[src/inc/ulms_pkg.sv]
// package: constants and register map for the serial line and modem status block
//------------------------------------------------------------
// Functional notes
//------------------------------------------------------------
package ulms_pkg;
  localparam logic [9:0] ADDR_MODEM_CTRL = 10'h3fc;
  localparam logic [9:0] ADDR_LINE_STAT  = 10'h3fd;
  localparam logic [9:0] ADDR_MODEM_STAT = 10'h3fe;
  localparam logic [9:0] ADDR_SCRATCH    = 10'h3ff;
  localparam logic [7:0] LINE_STAT_RESET = 8'h60;
  localparam logic [7:0] MODEM_CTRL_RESET = 8'h00;
  localparam logic [7:0] SCRATCH_RESET   = 8'h00;
  localparam int LS_ERR  = 7;
  localparam int LS_TX_DONE = 6;
  localparam int LS_THE  = 5;
  localparam int LS_BRK  = 4;
  localparam int LS_FRM  = 3;
  localparam int LS_PAR  = 2;
  localparam int LS_OVR  = 1;
  localparam int LS_DAV  = 0;
  localparam int MC_DTR  = 0;
  localparam int MC_RTS  = 1;
  localparam int MC_AUX1 = 2;
  localparam int MC_AUX2 = 3;
  localparam int MC_LOOP = 4;
endpackage : ulms_pkg

[src/rtl/ulms_line_modem_status.sv]
// module: serial line status, modem control/status and scratch registers
`timescale 1ns/1ns
module ulms_line_modem_status (
  input  wire logic       clk_i,
  input  wire logic       rst_n_i,
  // i/o port access
  input  wire logic [9:0] io_addr_i,
  input  wire logic       io_rd_i,
  input  wire logic       io_wr_i,
  input  wire logic [7:0] io_wdata_i,
  output logic      [7:0] io_rdata_o,
  // mode and datapath status
  input  wire logic       fifo_mode_i,
  input  wire logic       thr_wr_i,
  input  wire logic       iir_rd_i,
  input  wire logic       tx_hold_empty_i,
  input  wire logic       tx_shift_empty_i,
  input  wire logic       rx_char_done_i,
  input  wire logic       rx_parity_bad_i,
  input  wire logic       rx_stop_bad_i,
  input  wire logic       rx_break_i,
  input  wire logic       rx_buf_rd_i,
  input  wire logic       rx_fifo_empty_i,
  input  wire logic       rx_fifo_full_i,
  input  wire logic       rx_top_break_i,
  input  wire logic       rx_top_framing_i,
  input  wire logic       rx_top_parity_i,
  input  wire logic       rx_fifo_err_any_i,
  input  wire logic       rx_top_valid_i,
  // modem pins, receive push qualifier and interrupt outputs
  input  wire logic       cts_i,
  input  wire logic       dsr_i,
  input  wire logic       ri_i,
  input  wire logic       dcd_i,
  output logic            dtr_o,
  output logic            rts_o,
  output logic            aux_output_one_o,
  output logic            aux_output_two_o,
  output logic            loopback_o,
  output logic            rx_fifo_push_ok_o,
  output logic            tx_empty_irq_o,
  output logic            line_irq_o,
  output logic            modem_irq_o
);
  import ulms_pkg::*;
  logic [7:0] mcr;
  logic [7:0] scratch;
  logic       rx_data_available;
  logic       overrun;
  logic       break_seen;
  logic       framing_fault;
  logic       parity_fault;
  logic       err_sticky;
  logic       tx_irq;
  logic       hold_empty_q;
  logic       in_break;
  logic [7:0] lsr;
  logic [7:0] msr;
  logic       lsr_rd;
  logic       msr_rd;
  logic       tx_holding_empty;
  logic       transmitter_fully_empty;
  logic       rx_hold_full;

  assign lsr_rd = io_rd_i && (io_addr_i == ADDR_LINE_STAT);
  assign msr_rd = io_rd_i && (io_addr_i == ADDR_MODEM_STAT);

  //------------------------------------------------------------
  // modem control and scratch
  //------------------------------------------------------------
  always_ff @(posedge clk_i or negedge rst_n_i) begin
    if (!rst_n_i) begin
      mcr <= MODEM_CTRL_RESET;
    end else if (io_wr_i && io_addr_i == ADDR_MODEM_CTRL) begin
      mcr <= {3'h0, io_wdata_i[4:0]};
    end
  end
  always_ff @(posedge clk_i or negedge rst_n_i) begin
    if (!rst_n_i) begin
      scratch <= SCRATCH_RESET;
    end else if (io_wr_i && io_addr_i == ADDR_SCRATCH) begin
      scratch <= io_wdata_i;
    end
  end
  // loopback forces modem outputs inactive
  assign dtr_o            = mcr[MC_DTR] && !mcr[MC_LOOP];
  assign rts_o            = mcr[MC_RTS] && !mcr[MC_LOOP];
  assign aux_output_one_o = mcr[MC_AUX1] && !mcr[MC_LOOP];
  assign aux_output_two_o = mcr[MC_AUX2] && !mcr[MC_LOOP];
  assign loopback_o       = mcr[MC_LOOP];

  //------------------------------------------------------------
  // transmitter status
  //------------------------------------------------------------
  // in fifo mode tx_hold_empty_i reports the transmit fifo empty
  assign tx_holding_empty        = tx_hold_empty_i;
  assign transmitter_fully_empty = tx_hold_empty_i && tx_shift_empty_i;
  // previous empty level, resets to idle so no false edge
  always_ff @(posedge clk_i or negedge rst_n_i) begin
    if (!rst_n_i) begin
      hold_empty_q <= 1'b1;
    end else begin
      hold_empty_q <= tx_hold_empty_i;
    end
  end
  always_ff @(posedge clk_i or negedge rst_n_i) begin
    if (!rst_n_i) begin
      tx_irq <= 1'b0;
    end else if (fifo_mode_i && tx_hold_empty_i && !tx_irq && !hold_empty_q) begin
      tx_irq <= 1'b1;
    end else if (thr_wr_i || iir_rd_i) begin
      tx_irq <= 1'b0;
    end
  end
  assign tx_empty_irq_o = tx_irq;

  //------------------------------------------------------------
  // receiver status
  //------------------------------------------------------------
  // one break entry per break, then wait for a valid start
  always_ff @(posedge clk_i or negedge rst_n_i) begin
    if (!rst_n_i) begin
      in_break <= 1'b0;
    end else if (rx_char_done_i && rx_break_i) begin
      in_break <= 1'b1;
    end else if (rx_char_done_i) begin
      in_break <= 1'b0;
    end
  end
  assign rx_fifo_push_ok_o = fifo_mode_i && rx_char_done_i && !rx_fifo_full_i &&
                             !(in_break && rx_break_i);
  always_ff @(posedge clk_i or negedge rst_n_i) begin
    if (!rst_n_i) begin
      rx_hold_full <= 1'b0;
    end else if (rx_char_done_i && !fifo_mode_i) begin
      rx_hold_full <= 1'b1;
    end else if (rx_buf_rd_i) begin
      rx_hold_full <= 1'b0;
    end
  end
  assign rx_data_available = fifo_mode_i ? !rx_fifo_empty_i : rx_hold_full;
  always_ff @(posedge clk_i or negedge rst_n_i) begin
    if (!rst_n_i) begin
      overrun <= 1'b0;
    end else if (rx_char_done_i && (fifo_mode_i ? rx_fifo_full_i : rx_hold_full)) begin
      overrun <= 1'b1;
    end else if (lsr_rd) begin
      overrun <= 1'b0;
    end
  end
  always_ff @(posedge clk_i or negedge rst_n_i) begin
    if (!rst_n_i) begin
      break_seen    <= 1'b0;
      framing_fault <= 1'b0;
      parity_fault  <= 1'b0;
    end else begin
      // set wins over the read clear
      if (fifo_mode_i ? (rx_top_valid_i && rx_top_break_i)
                      : (rx_char_done_i && rx_break_i && !in_break)) begin
        break_seen <= 1'b1;
      end else if (lsr_rd) begin
        break_seen <= 1'b0;
      end
      if (fifo_mode_i ? (rx_top_valid_i && rx_top_framing_i)
                      : (rx_char_done_i && rx_stop_bad_i)) begin
        framing_fault <= 1'b1;
      end else if (lsr_rd) begin
        framing_fault <= 1'b0;
      end
      if (fifo_mode_i ? (rx_top_valid_i && rx_top_parity_i)
                      : (rx_char_done_i && rx_parity_bad_i)) begin
        parity_fault <= 1'b1;
      end else if (lsr_rd) begin
        parity_fault <= 1'b0;
      end
    end
  end
  always_ff @(posedge clk_i or negedge rst_n_i) begin
    if (!rst_n_i) begin
      err_sticky <= 1'b0;
    end else if (!fifo_mode_i) begin
      err_sticky <= 1'b0;
    end else if (rx_fifo_err_any_i) begin
      err_sticky <= 1'b1;
    end else if (lsr_rd) begin
      err_sticky <= 1'b0;
    end
  end

  always_comb begin
    lsr          = 8'h00;
    lsr[LS_ERR]  = fifo_mode_i && err_sticky;
    lsr[LS_TX_DONE] = transmitter_fully_empty;
    lsr[LS_THE]  = tx_holding_empty;
    lsr[LS_BRK]  = break_seen;
    lsr[LS_FRM]  = framing_fault;
    lsr[LS_PAR]  = parity_fault;
    lsr[LS_OVR]  = overrun;
    lsr[LS_DAV]  = rx_data_available;
  end
  // cause bits stay readable whatever the interrupt enable
  assign line_irq_o = overrun || parity_fault || framing_fault || break_seen;

  //------------------------------------------------------------
  // modem status
  //------------------------------------------------------------
  ulms_modem_status u_modem (
    .clk_i     (clk_i),
    .rst_n_i   (rst_n_i),
    .cts_i     (cts_i),
    .dsr_i     (dsr_i),
    .ri_i      (ri_i),
    .dcd_i     (dcd_i),
    .mcr_i     (mcr),
    .msr_rd_i  (msr_rd),
    .msr_o     (msr),
    .msr_irq_o (modem_irq_o)
  );

  //------------------------------------------------------------
  // read data
  //------------------------------------------------------------
  always_ff @(posedge clk_i or negedge rst_n_i) begin
    if (!rst_n_i) begin
      io_rdata_o <= 8'h00;
    end else if (io_rd_i) begin
      unique case (io_addr_i)
        ADDR_MODEM_CTRL: io_rdata_o <= mcr;
        ADDR_LINE_STAT:  io_rdata_o <= lsr;
        ADDR_MODEM_STAT: io_rdata_o <= msr;
        ADDR_SCRATCH:    io_rdata_o <= scratch;
        default:         io_rdata_o <= 8'h00;
      endcase
    end
  end

  //------------------------------------------------------------
  // checks
  //------------------------------------------------------------
  dtr_follow_a: assert property (@(posedge clk_i) disable iff (!rst_n_i)
    io_wr_i && io_addr_i == ADDR_MODEM_CTRL && !io_wdata_i[4]
    |=> dtr_o == $past(io_wdata_i[0])) else $error("terminal ready wrong");
  err_bit_nonfifo_a: assert property (@(posedge clk_i) disable iff (!rst_n_i)
    !fifo_mode_i |-> !lsr[LS_ERR]) else $error("error bit set outside fifo mode");
  tx_done_bit_a: assert property (@(posedge clk_i) disable iff (!rst_n_i)
    lsr[LS_TX_DONE] == (tx_hold_empty_i && tx_shift_empty_i)) else $error("empty bit wrong");
  tx_irq_clear_a: assert property (@(posedge clk_i) disable iff (!rst_n_i)
    tx_irq && (thr_wr_i || iir_rd_i) && $past(tx_hold_empty_i) |=> !tx_irq)
    else $error("tx irq not cleared");
  overrun_set_a: assert property (@(posedge clk_i) disable iff (!rst_n_i)
    rx_char_done_i && !fifo_mode_i && rx_hold_full |=> overrun)
    else $error("overrun missed");
  fifo_keep_a: assert property (@(posedge clk_i) disable iff (!rst_n_i)
    rx_fifo_full_i |-> !rx_fifo_push_ok_o) else $error("push into full fifo");
  lsr_clear_a: assert property (@(posedge clk_i) disable iff (!rst_n_i)
    lsr_rd && !rx_char_done_i && !rx_top_valid_i |=> !parity_fault && !framing_fault)
    else $error("latched flags not cleared");
  scratch_keep_a: assert property (@(posedge clk_i) disable iff (!rst_n_i)
    io_wr_i && io_addr_i == ADDR_SCRATCH |=> scratch == $past(io_wdata_i))
    else $error("scratch not stored");
endmodule // ulms_line_modem_status

[src/rtl/ulms_modem_status.sv]
// module: modem status live bits and change flags
`timescale 1ns/1ns
module ulms_modem_status (
  input  wire logic       clk_i,
  input  wire logic       rst_n_i,
  input  wire logic       cts_i,
  input  wire logic       dsr_i,
  input  wire logic       ri_i,
  input  wire logic       dcd_i,
  input  wire logic [7:0] mcr_i,
  input  wire logic       msr_rd_i,
  output logic      [7:0] msr_o,
  output logic            msr_irq_o
);
  import ulms_pkg::*;
  logic [3:0] live;
  logic [3:0] prev;
  logic [3:0] delta;
  logic       primed;
  // live order: dcd, ri, dsr, cts
  always_comb begin
    if (mcr_i[MC_LOOP]) begin
      live = {mcr_i[MC_AUX2], mcr_i[MC_AUX1], mcr_i[MC_DTR], mcr_i[MC_RTS]};
    end else begin
      live = {dcd_i, ri_i, dsr_i, cts_i};
    end
  end
  always_ff @(posedge clk_i or negedge rst_n_i) begin
    if (!rst_n_i) begin
      prev   <= 4'h0;
      primed <= 1'b0;
    end else begin
      prev   <= live;
      primed <= 1'b1;
    end
  end
  always_ff @(posedge clk_i or negedge rst_n_i) begin
    if (!rst_n_i) begin
      delta <= 4'h0;
    end else begin
      // set wins over read clear
      delta[3] <= (primed && (live[3] != prev[3])) || (delta[3] && !msr_rd_i);
      delta[2] <= (primed && prev[2] && !live[2]) || (delta[2] && !msr_rd_i);
      delta[1] <= (primed && (live[1] != prev[1])) || (delta[1] && !msr_rd_i);
      delta[0] <= (primed && (live[0] != prev[0])) || (delta[0] && !msr_rd_i);
    end
  end
  assign msr_o     = {live, delta};
  assign msr_irq_o = |delta;

  ring_trail_a: assert property (@(posedge clk_i) disable iff (!rst_n_i)
    primed && $fell(live[2]) |=> delta[2]) else $error("ring edge not latched");
  delta_clear_a: assert property (@(posedge clk_i) disable iff (!rst_n_i)
    msr_rd_i && (live == prev) |=> !msr_irq_o) else $error("modem read did not clear");
endmodule // ulms_modem_status

[config.mk]
export PLATFORM = sky130hd
export DESIGN_NAME = ulms_line_modem_status
export DESIGN_NICKNAME = d
export VERILOG_FILES = /design/src/inc/ulms_pkg.sv /design/src/rtl/ulms_line_modem_status.sv /design/src/rtl/ulms_modem_status.sv
export SDC_FILE = /design/constraint.sdc
export NUM_CORES = 1
export LEC_CHECK = 0
export BUFFER_PORTS_ARGS = -buffer_cell sky130_fd_sc_hd__buf_2
export CORE_ASPECT_RATIO = 1.25
export CORE_MARGIN = 4
export CORE_UTILIZATION = 30
export CTS_CLUSTER_SIZE = 8
export DETAILED_ROUTE_END_ITERATION = 8
export SYNTH_ARGS = -nofsm -noshare
export SYNTH_HDL_FRONTEND = slang
export SYNTH_SLANG_ARGS = --single-unit
export TNS_END_PERCENT = 5
[constraint.sdc]
create_clock -name clk_i -period 2.85 [get_ports clk_i]
set_input_delay 0.4275 -clock clk_i [delete_from_list [all_inputs] [get_ports clk_i]]
set_output_delay 0.4275 -clock clk_i [all_outputs]
set_load 0.03 [all_outputs]
==> summary.md, run 1 <==
| Metric | Value |
|---|---|
| Worst-Skew Late Latency | `290 ps` |
| Initial core utilization | `31.4%` |
| # setup viols final | `0` |
| Number of port buffers | `59` |
| Clock slew at reported path FFs | `70 ps` |
| FF-to-FF End | `io_rdata_o[7]` |
| Final Hold Fails | `0` |
| Seq/Total Area, Yosys | `49.8%` |
| CTS root buf | `clkbuf_8` |
| Post-layout minimum cycle time | `1850 ps` |
| YS warnings | `0` |
| Cell variety after synth | `42` |
| M2 GR Usage | `20.0%` |
| GR Overflow Total | `0` |
| Clock skew | `6.54 ps` |
| WP data arrival | `1420 ps` |
| RSZ-0062 raised after global routing | `no` |
| Postcts setup bufs | `0` |
| Power per Cell Area | `448 nW/um^2` |
| Syn Inst Count | `154` |
| Fraction of registers with async set/reset | `100%` |
| Met1 GRT Util | `16.9%` |
| Global Route Usage Sum | `12.7%` |
| Vias in the first global route | `1468` |
| Max-slew violation count | `0` |
| First-pass GRT wire length | `7650 microns` |
| TNS Setup | `0 ps` |
| R2R setup slack | `1220 ps` |
| Crit end category | `primary output` |
| Longest Clk Path Bufs | `2` |
| Inst Count DP | `289` |
| Diode count | `0` |
| Period utilization | `64.8%` |
| Synth top area cells | `dfrtp_1 48%, mux2_4 11%, mux4_2 3.4%, buf_6 2.9%, o22ai_1 2.6%` |
| CTS Hold Bufs | `0` |
| Max_slew headroom | `41.3%` |
| Via count | `1428` |
| Dpl hpwl | `3710 microns` |
| Htree depth | `2` |
| Leading register cell type out of synthesis | `dfrtp_1` |
| Reg2Reg Depth | `3` |
| Synth area leader | `dfrtp_1` |
| Row cnt | `32` |
| FF+latch count, synth | `39` |
| Outcome | `finished, final reports clean` |
| Largest net degree at the start of global routing | `40` |
| Layout cells sized above 1 | `43.4%` |
| Die width | `80.3 microns` |
| Max-cap violations | `0` |
| Most frequent cells in the layout | `59 x buf_2, 38 x dfrtp_1, 15 x mux2_4, 13 x inv_1, 8 x o22ai_1` |
| ANT nets after route | `0` |
| Ports | `60` |
| Post-CTS Resized | `0` |
| Die area | `7910 sq um` |
| Syn nets | `197` |
| CTS tree | `yes` |
| Fin cells | `297` |
| Pleak | `1.13 nW` |
| Worst hold path type | `input port to async pin` |
| Die Y | `98.4 microns` |
| Initial antenna violation count | `0` |
| TritonCTS Buffers | `5` |
| Pre-antenna DRT Iters | `4` |
| Crit path launch type | `flip-flop` |
| RePlAce Congestion | `0.771` |
| Least-Margin Pin Slew | `881 ps` |
| Drt total wl | `4800 microns` |
| Drt first-iter violations | `103` |
| R2R Path Start | `mcr[4]` |
| Wire per inst | `16.2 microns` |
| CP required | `2420 ps` |
| CP Max Fanout | `3` |
| Commonest non-fill, non-tap cell in the layout | `buf_2` |
| Critical setup path kind | `flip-flop to primary output` |
| P&R area growth vs syn | `20.2%` |
| Vias/cell | `4.81` |
| Syn Area/Cell | `12.7 sq um` |
| Maximum VDD drop | `152 uV` |
| Mapped cell area | `1960 sq um` |
| Total core area | `6250 sq um` |
| GR peak layer | `met2` |
| F_max | `541 MHz` |
| Post-route DRC | `0` |
| Clock sink count | `39` |
| Area fraction of the dominant cell type after synthesis | `48.5%` |
| Post-layout net count | `254` |
| Met3 usage | `3.11%` |
| Post-synth EDFFs | `0` |
layer usage:
| layer | vias up | part of all wire [%] |
|---|---|---|
| met2 | 50 | 49 |
| met4 | 0 | 1.0 |
| li1 | 674 | - |
| met5 | - | 0 |
| met1 | 700 | 44 |
| met3 | 4 | 6.0 |
stage by stage:
| stage | power (mW) | setup WS [ps] | utilization [%] | hold slack, ps | instance area [sq um] |
|---|---|---|---|---|---|
| after global routing | 1.11 | 955 | 37.7 | 271 | 2360 |
| final | 1.06 | 1000 | 37.7 | 251 | 2360 |
| after global placement | 0.710 | 1180 | 36.5 | 473 | 2280 |
| after detailed placement | 0.713 | 1150 | 36.5 | 475 | 2280 |
| after CTS | 1.06 | 988 | 37.7 | 273 | 2360 |
| after floorplan | 0.652 | 885 | - | 132 | 1960 |
layout make-up:
class	instances	area [sq um]
tap	85	106
sequential	39	977
timing repair buffer	59	295
clock buffer	8	80.1
fill	658	3890
inverter	13	48.8
multi-input combinational	93	850
flip-flops by register name, indices dropped and copies added (netlist names):
register,cells
io_rdata_o,8
scratch,8
mcr,5
u_modem.delta,4
u_modem.prev,4
break_seen,1
err_sticky,1
framing_fault,1
hold_empty_q,1
in_break,1
overrun,1
parity_fault,1
rx_hold_full,1
tx_empty_irq_o,1
u_modem.primed,1
logic make-up after synthesis:
kind of cell / synth area share, %
mux: 18.3
xor+xnor: 1.34
buf+inv: 6.89
flops: 49.8
compound gates: 11.5
other cells: 0.191
simple gates: 11.9
cell usage after synthesis, types with 2 or more instances:
| cell type | count |
|---|---|
| a22o_1 | 4 |
| inv_1 | 13 |
| and2_1 | 4 |
| o31ai_1 | 2 |
| and4_4 | 4 |
| o22ai_1 | 8 |
| nand2_1 | 5 |
| nor2b_1 | 5 |
| nor2_1 | 5 |
| nand3_1 | 2 |
| mux2_2 | 3 |
| and3_1 | 2 |
| clkbuf_1 | 2 |
| mux4_2 | 3 |
| o2bb2ai_1 | 2 |
| dfrtp_1 | 38 |
| a222oi_1 | 2 |
| xor2_1 | 3 |
| mux2_4 | 15 |
| a221o_1 | 2 |
| mux2_1 | 2 |
| buf_6 | 5 |
| nand4_1 | 2 |
| or4_1 | 2 |
| a211oi_1 | 2 |
where the power goes:
group | total, mW | internal (mW) | switching [mW]
Sequential | 0.576 | 0.567 | 0.00944
Clock | 0.355 | 0.174 | 0.181
Combinational | 0.124 | 0.0568 | 0.0671
worst max-delay path, cell delays in order, from the launching register on:
cell and delay, ps:
dfrtp_1 400, or4_1 540, buf_2 200
how the worst max path moves through the flow:
stage,startpoint,endpoint,slack (ps),cells past startpoint
after global placement,io_addr_i[1],scratch[4],1180,4
after CTS,break_seen,line_irq_o,990,2
after floorplan,fifo_mode_i,rx_fifo_push_ok_o,890,3
after detailed placement,io_addr_i[1],scratch[5],1150,4
final,break_seen,line_irq_o,1000,2
after global routing,u_modem.delta[3],modem_irq_o,950,2
(Power assumes the default switching activity.)
==> run 2, diff against run 1 <==
==> constraint.sdc (replaced) <==
create_clock -name clk_i -period 1.6 [get_ports clk_i]
set_input_delay 0.24 -clock clk_i [delete_from_list [all_inputs] [get_ports clk_i]]
set_output_delay 0.24 -clock clk_i [all_outputs]
set_load 0.03 [all_outputs]
==> summary.md, run 2 (synthesis results as in run 1) <==
| Metric | Value |
|---|---|
| Outcome | `finished with violations` |
| Failing checks | `setup timing` |
| Post-layout net count | `265 (+4.3%)` |
| Vias/cell | `4.68 (-2.7%)` |
| Initial core utilization | `31.4% (unchanged)` |
| Final Hold Fails | `0 (unchanged)` |
| Die width | `80.3 microns (unchanged)` |
| Crit end category | `primary output` |
| Multi-input logic area | `857 sq um (+0.88%)` |
| Vias in the first global route | `1452 (-1.1%)` |
| Clock share of power | `33.5% (-0.2 points)` |
| CP Max Fanout | `2 (-1)` |
| Most frequent cells in the layout | `57 x buf_2, 37 x dfrtp_1, 15 x mux2_4, 13 x inv_1, 9 x buf_4` |
| Sequential share of power | `54.2% (-0.4 points)` |
| Commonest non-fill, non-tap cell in the layout | `buf_2` |
| Diode count | `0 (unchanged)` |
| Crit path launch type | `flip-flop` |
| Wire per inst | `15.5 microns (-3.8%)` |
| Setup ws final | `-24.8 ps (-1030 ps)` |
| F_max | `615 MHz` |
| # setup viols final | `2 (+2)` |
| Htree depth | `2 (unchanged)` |
| CTS tree | `yes` |
| RePlAce Congestion | `0.804 (+4.3%)` |
| TritonCTS Buffers | `5 (unchanged)` |
| P_sw | `0.466 mW (+81%)` |
| Post-route DRC | `0 (unchanged)` |
| Combinational share of power | `12.3% (+0.6 points)` |
| Clock slew at reported path FFs | `70 ps (about the same)` |
| Pre-antenna DRT Iters | `4 (unchanged)` |
| First-pass GRT wire length | `7560 microns (-1.2%)` |
| CP required | `1360 ps (-1060 ps)` |
| Clock skew | `4.40 ps (-2.14 ps)` |
| Critical setup path kind | `flip-flop to primary output` |
| DP Area | `2320 sq um (+1.9%)` |
| Dpl hpwl | `3710 microns (+0.14%)` |
| Largest regs | `io_rdata_o (8), scratch (8), mcr (5)` |
| Max-slew violation count | `0 (unchanged)` |
| Internal power | `1.43 mW (+79%)` |
| Max-cap violations | `0 (unchanged)` |
| Row cnt | `32 (unchanged)` |
| Clock sink count | `39 (unchanged)` |
| CTS root buf | `clkbuf_8` |
| Final Util | `39.7% (+1.9 points)` |
| Period utilization | `102%` |
| GR Overflow Total | `0 (unchanged)` |
| Layout cells sized above 1 | `47.5% (+4.1 points)` |
| Pleak | `1.19 nW (+5.8%)` |
| Power per Cell Area | `764 nW/um^2 (+71%)` |
| Global Route Usage Sum | `12.7% (+0.087 points)` |
| Sw Share | `24.6% (+0.16 points)` |
| Drt first-iter violations | `161 (+56%)` |
| Worst-Skew Late Latency | `290 ps (about the same)` |
| Worst hold path type | `input port to flip-flop` |
| RSZ-0062 raised after global routing | `yes` |
| Inst Count DP | `293 (+1.4%)` |
| Maximum VDD drop | `267 uV (+75%)` |
| Longest Clk Path Bufs | `2 (unchanged)` |
| FF/Latch Area | `978 sq um (+0.13%)` |
| Initial antenna violation count | `0 (unchanged)` |
| Drt total wl | `4790 microns (-0.21%)` |
| Total core area | `6250 sq um (unchanged)` |
| Die area | `7910 sq um (unchanged)` |
| WP data arrival | `1380 ps (-40 ps)` |
| Largest net degree at the start of global routing | `21 (-48%)` |
| FILL cells | `634 (-3.6%)` |
| Ports | `60 (unchanged)` |
| P&R area growth vs syn | `26.3%` |
| Finished Cell Area | `2480 sq um (+5.1%)` |
| Fin cells | `308 (+3.7%)` |
| ANT nets after route | `0 (unchanged)` |
| Number of port buffers | `59 (unchanged)` |
| Die Y | `98.4 microns (unchanged)` |
| Via count | `1441 (+0.91%)` |
| Post-layout minimum cycle time | `1620 ps` |
-- run 2: through the flow --
step	worst slack, ps	TNS (ps)	hold slack, ps	total power [mW]
after global placement	105	0	220	1.27
final	-24.8	-25.1	80.2	1.89
after detailed placement	84.6	0	227	1.28
after CTS	-32.5	-35.0	77.4	1.91
after floorplan	10.1	0	-55.6	1.16
after global routing	-53.2	-84.2	71.5	1.98
-- run 2: routing by layer --
layer,part of all wire [%],vias up,GRT usage (%),routed length [microns]
met1,43,687,16.5,2040
met4,1.5,0,4.68,72
met5,0,-,0,0
li1,-,696,-,-
met2,50,51,20.6,2390
met3,6.1,7,3.11,290
-- run 2: path summary, 6_finish.rpt --
check | cells after the start | end | start | slack (ps)
min | 1 | hold_empty_q | tx_hold_empty_i | 80
min reg2reg | 1 | tx_empty_irq_o | tx_empty_irq_o | 490
min in group asynchronous | 2 | scratch[1] | rst_n_i | 450
max | 2 | line_irq_o | framing_fault | -20
max reg2reg | 3 | io_rdata_o[7] | mcr[4] | 160
max in group asynchronous | 3 | mcr[4] | rst_n_i | 680
-- run 2: worst max-delay path, stage by stage, from the launching register on --
cell and delay (ps):
dfrtp_1 400, or4_4 550, buf_6 160
-- run 2: power groups by stage --
stage | Combinational [mW] | Sequential [mW] | Clock (mW)
2_1_floorplan | 0.114 | 1.05 | 0
3_3_place_gp | 0.231 | 1.04 | 0
3_5_place_dp | 0.234 | 1.04 | 0
4_1_cts | 0.236 | 1.03 | 0.650
5_1_grt | 0.258 | 1.03 | 0.697
6_report | 0.233 | 1.03 | 0.634
-- run 2: layout make-up --
| type | count | area share (%) |
|---|---|---|
| Sequential cell | 39 | 39.5 |
| Multi-Input combinational cell | 93 | 34.6 |
| Timing Repair Buffer | 70 | 16.4 |
| Tap cell | 85 | 4.29 |
| Clock buffer | 7 | 3.08 |
| Inverter | 13 | 1.97 |
| Clock inverter | 1 | 0.202 |
-- run 2: repair_timing --
action	in CTS	in global routing
pin swaps	2	1
endpoints found under the hold margin	18	0
endpoints found under the setup margin	2	5
gates resized for setup	6	1
hold buffers	1	0
buffers inserted	5	1
==> run 3, diff against run 2 <==
--- a/config.mk
+++ b/config.mk
@@ -13,5 +13,6 @@
 export DETAILED_ROUTE_END_ITERATION = 8
 export SYNTH_ARGS = -nofsm -noshare
 export SYNTH_HDL_FRONTEND = slang
+export SYNTH_HIERARCHICAL = 1
 export SYNTH_SLANG_ARGS = --single-unit
 export TNS_END_PERCENT = 5
==> summary.md, run 3 <==
| Metric | Value |
|---|---|
| Sequential share of power | `54.2% (about the same)` |
| Largest regs | `io_rdata_o (8), scratch (8), mcr (5)` |
| Total core area | `6210 sq um (-0.64%)` |
| Failing checks | `setup timing` |
| WP data arrival | `1370 ps (about the same)` |
| RSZ-0062 raised after global routing | `yes` |
| TritonCTS Buffers | `5 (unchanged)` |
| Initial core utilization | `30.9% (-0.52 points)` |
| Mapped cell area | `1920 sq um (-2.3%)` |
| Pleak | `1.22 nW (+2.2%)` |
| Number of port buffers | `59 (unchanged)` |
| GR Overflow Total | `0 (unchanged)` |
| Syn Area/Cell | `12.0 sq um (-6.0%)` |
| CP required | `1360 ps (about the same)` |
| Syn nets | `203 (+3.0%)` |
| Worst-Skew Late Latency | `280 ps (about the same)` |
| Maximum VDD drop | `384 uV (+44%)` |
| Multi-input logic area | `835 sq um (-2.6%)` |
| Total Power | `1.89 mW (-0.43%)` |
| Internal power | `1.42 mW (-0.24%)` |
| CTS root buf | `clkbuf_8` |
| Final Hold Fails | `0 (unchanged)` |
| Wire per inst | `14.9 microns (-4.0%)` |
| Die width | `79.5 microns (-1.0%)` |
| Longest Clk Path Bufs | `2 (unchanged)` |
| Period utilization | `100% (-1.2 points)` |
| Fin cells | `317 (+2.9%)` |
| Outcome | `finished with violations` |
| Setup ws final | `-5.28 ps (+19.5 ps)` |
| Power per Cell Area | `765 nW/um^2 (about the same)` |
| Sw Share | `24.5% (-0.14 points)` |
| Dpl hpwl | `3730 microns (+0.41%)` |
| RePlAce Congestion | `0.784 (-2.5%)` |
| Clock share of power | `33.8% (+0.3 points)` |
| Clock sink count | `39 (unchanged)` |
| Initial antenna violation count | `0 (unchanged)` |
| Combinational share of power | `11.9% (-0.4 points)` |
| Critical setup path kind | `flip-flop to primary output` |
| Crit end category | `primary output` |
| Crit path launch type | `flip-flop` |
| First-pass GRT wire length | `7880 microns (+4.3%)` |
| F_max | `623 MHz (+1.2%)` |
| Drt first-iter violations | `76 (-53%)` |
| Via count | `1481 (+2.8%)` |
| Commonest non-fill, non-tap cell in the layout | `buf_2` |
| # setup viols final | `1 (-1)` |
| Largest net degree at the start of global routing | `17 (-19%)` |
| P&R area growth vs syn | `28.6%` |
| Post-route DRC | `0 (unchanged)` |
| P_sw | `0.461 mW (-1.0%)` |
| Drt total wl | `4730 microns (-1.2%)` |
| Worst hold path type | `input port to flip-flop` |
| Clock slew at reported path FFs | `80 ps (about the same)` |
| Diode count | `0 (unchanged)` |
| TNS Setup | `-5.28 ps (+19.9 ps)` |
| YS warnings | `6 (+6)` |
| Clock skew | `4.86 ps (+0.462 ps)` |
| Max-cap violations | `0 (unchanged)` |
| Die Y | `97.4 microns (-1.1%)` |
| Hold WS | `85.9 ps (+5.71 ps)` |
| Pre-CTS setup slack | `78.3 ps (-6.32 ps)` |
| Ports | `60 (unchanged)` |
| CP Max Fanout | `2 (unchanged)` |
| Pre-antenna DRT Iters | `4 (unchanged)` |
| Inst Count DP | `304 (+3.8%)` |
| Vias in the first global route | `1552 (+6.9%)` |
| Vias/cell | `4.67 (-0.14%)` |
| Post-layout minimum cycle time | `1610 ps (-19.5 ps)` |
| Row cnt | `32 (unchanged)` |
| Syn Inst Count | `160 (+3.9%)` |
| CTS tree | `yes` |
| Most frequent cells in the layout | `57 x buf_2, 37 x dfrtp_1, 17 x inv_1, 13 x mux2_2` |
| ANT nets after route | `0 (unchanged)` |
| Global Route Usage Sum | `13.0% (+0.28 points)` |
| FILL cells | `624 (-1.6%)` |
| Post-layout net count | `274 (+3.4%)` |
| Max-slew violation count | `0 (unchanged)` |
| Die area | `7740 sq um (-2.1%)` |
| Layout cells sized above 1 | `46.6% (-0.98 points)` |
| FF/Latch Area | `978 sq um (unchanged)` |
| Htree depth | `2 (unchanged)` |
[run 3: layer usage]
layer / share of wire (%) / track usage, % / up-vias
li1: - / - / 722
met1: 44 / 18.0 / 705
met2: 50 / 20.7 / 52
met3: 5.0 / 2.23 / 2
met4: 0.34 / 3.97 / 0
met5: 0 / 0 / -
[run 3: worst paths after layout]
path                                        from               end  slack (ps)  depth (start not counted)
worst max-delay path            u_modem/delta[2]       modem_irq_o          -5                          2
worst min-delay path             tx_hold_empty_i      hold_empty_q          90                          1
worst max register to register            mcr[4]     io_rdata_o[4]         160                          4
worst min register to register    tx_empty_irq_o    tx_empty_irq_o         480                          1
max in group asynchronous                rst_n_i      hold_empty_q         620                          3
min in group asynchronous                rst_n_i  u_modem/delta[0]         400                          2
[run 3: power groups by stage]
stage	Clock (mW)	Sequential (mW)	Combinational (mW)
finish	0.638	1.02	0.225
global placement	0	1.04	0.222
global route	0.700	1.03	0.253
floorplan	0	1.04	0.116
detailed placement	0	1.04	0.224
CTS	0.653	1.02	0.228
[run 3: through the flow]
step	util (%)	area, sq um
after floorplan	-	1920
after global placement	37.4	2320
after detailed placement	37.4	2320
after CTS	39.7	2460
after global routing	39.7	2460
final	39.7	2460
[run 3: worst max-delay path: stages, from the launching register on]
cell and delay (ps):
dfrtp_1 400, or4_4 530, buf_6 150
[run 3: final cells by class]
| class | count | area share [%] |
|---|---|---|
| timing repair buffer | 71 | 16.2 |
| clock buffer | 7 | 3.10 |
| sequential | 39 | 39.7 |
| inverter | 17 | 2.59 |
| multi-input combinational | 97 | 33.9 |
| clock inverter | 1 | 0.203 |
| tap | 85 | 4.31 |
[run 3: timing repair]
action,in CTS,in global routing
endpoints found under the setup margin,2,2
pin swaps,1,0
setup buffers,4,0
hold buffers,1,0
hold endpoints to repair,14,0
resized for setup,6,0
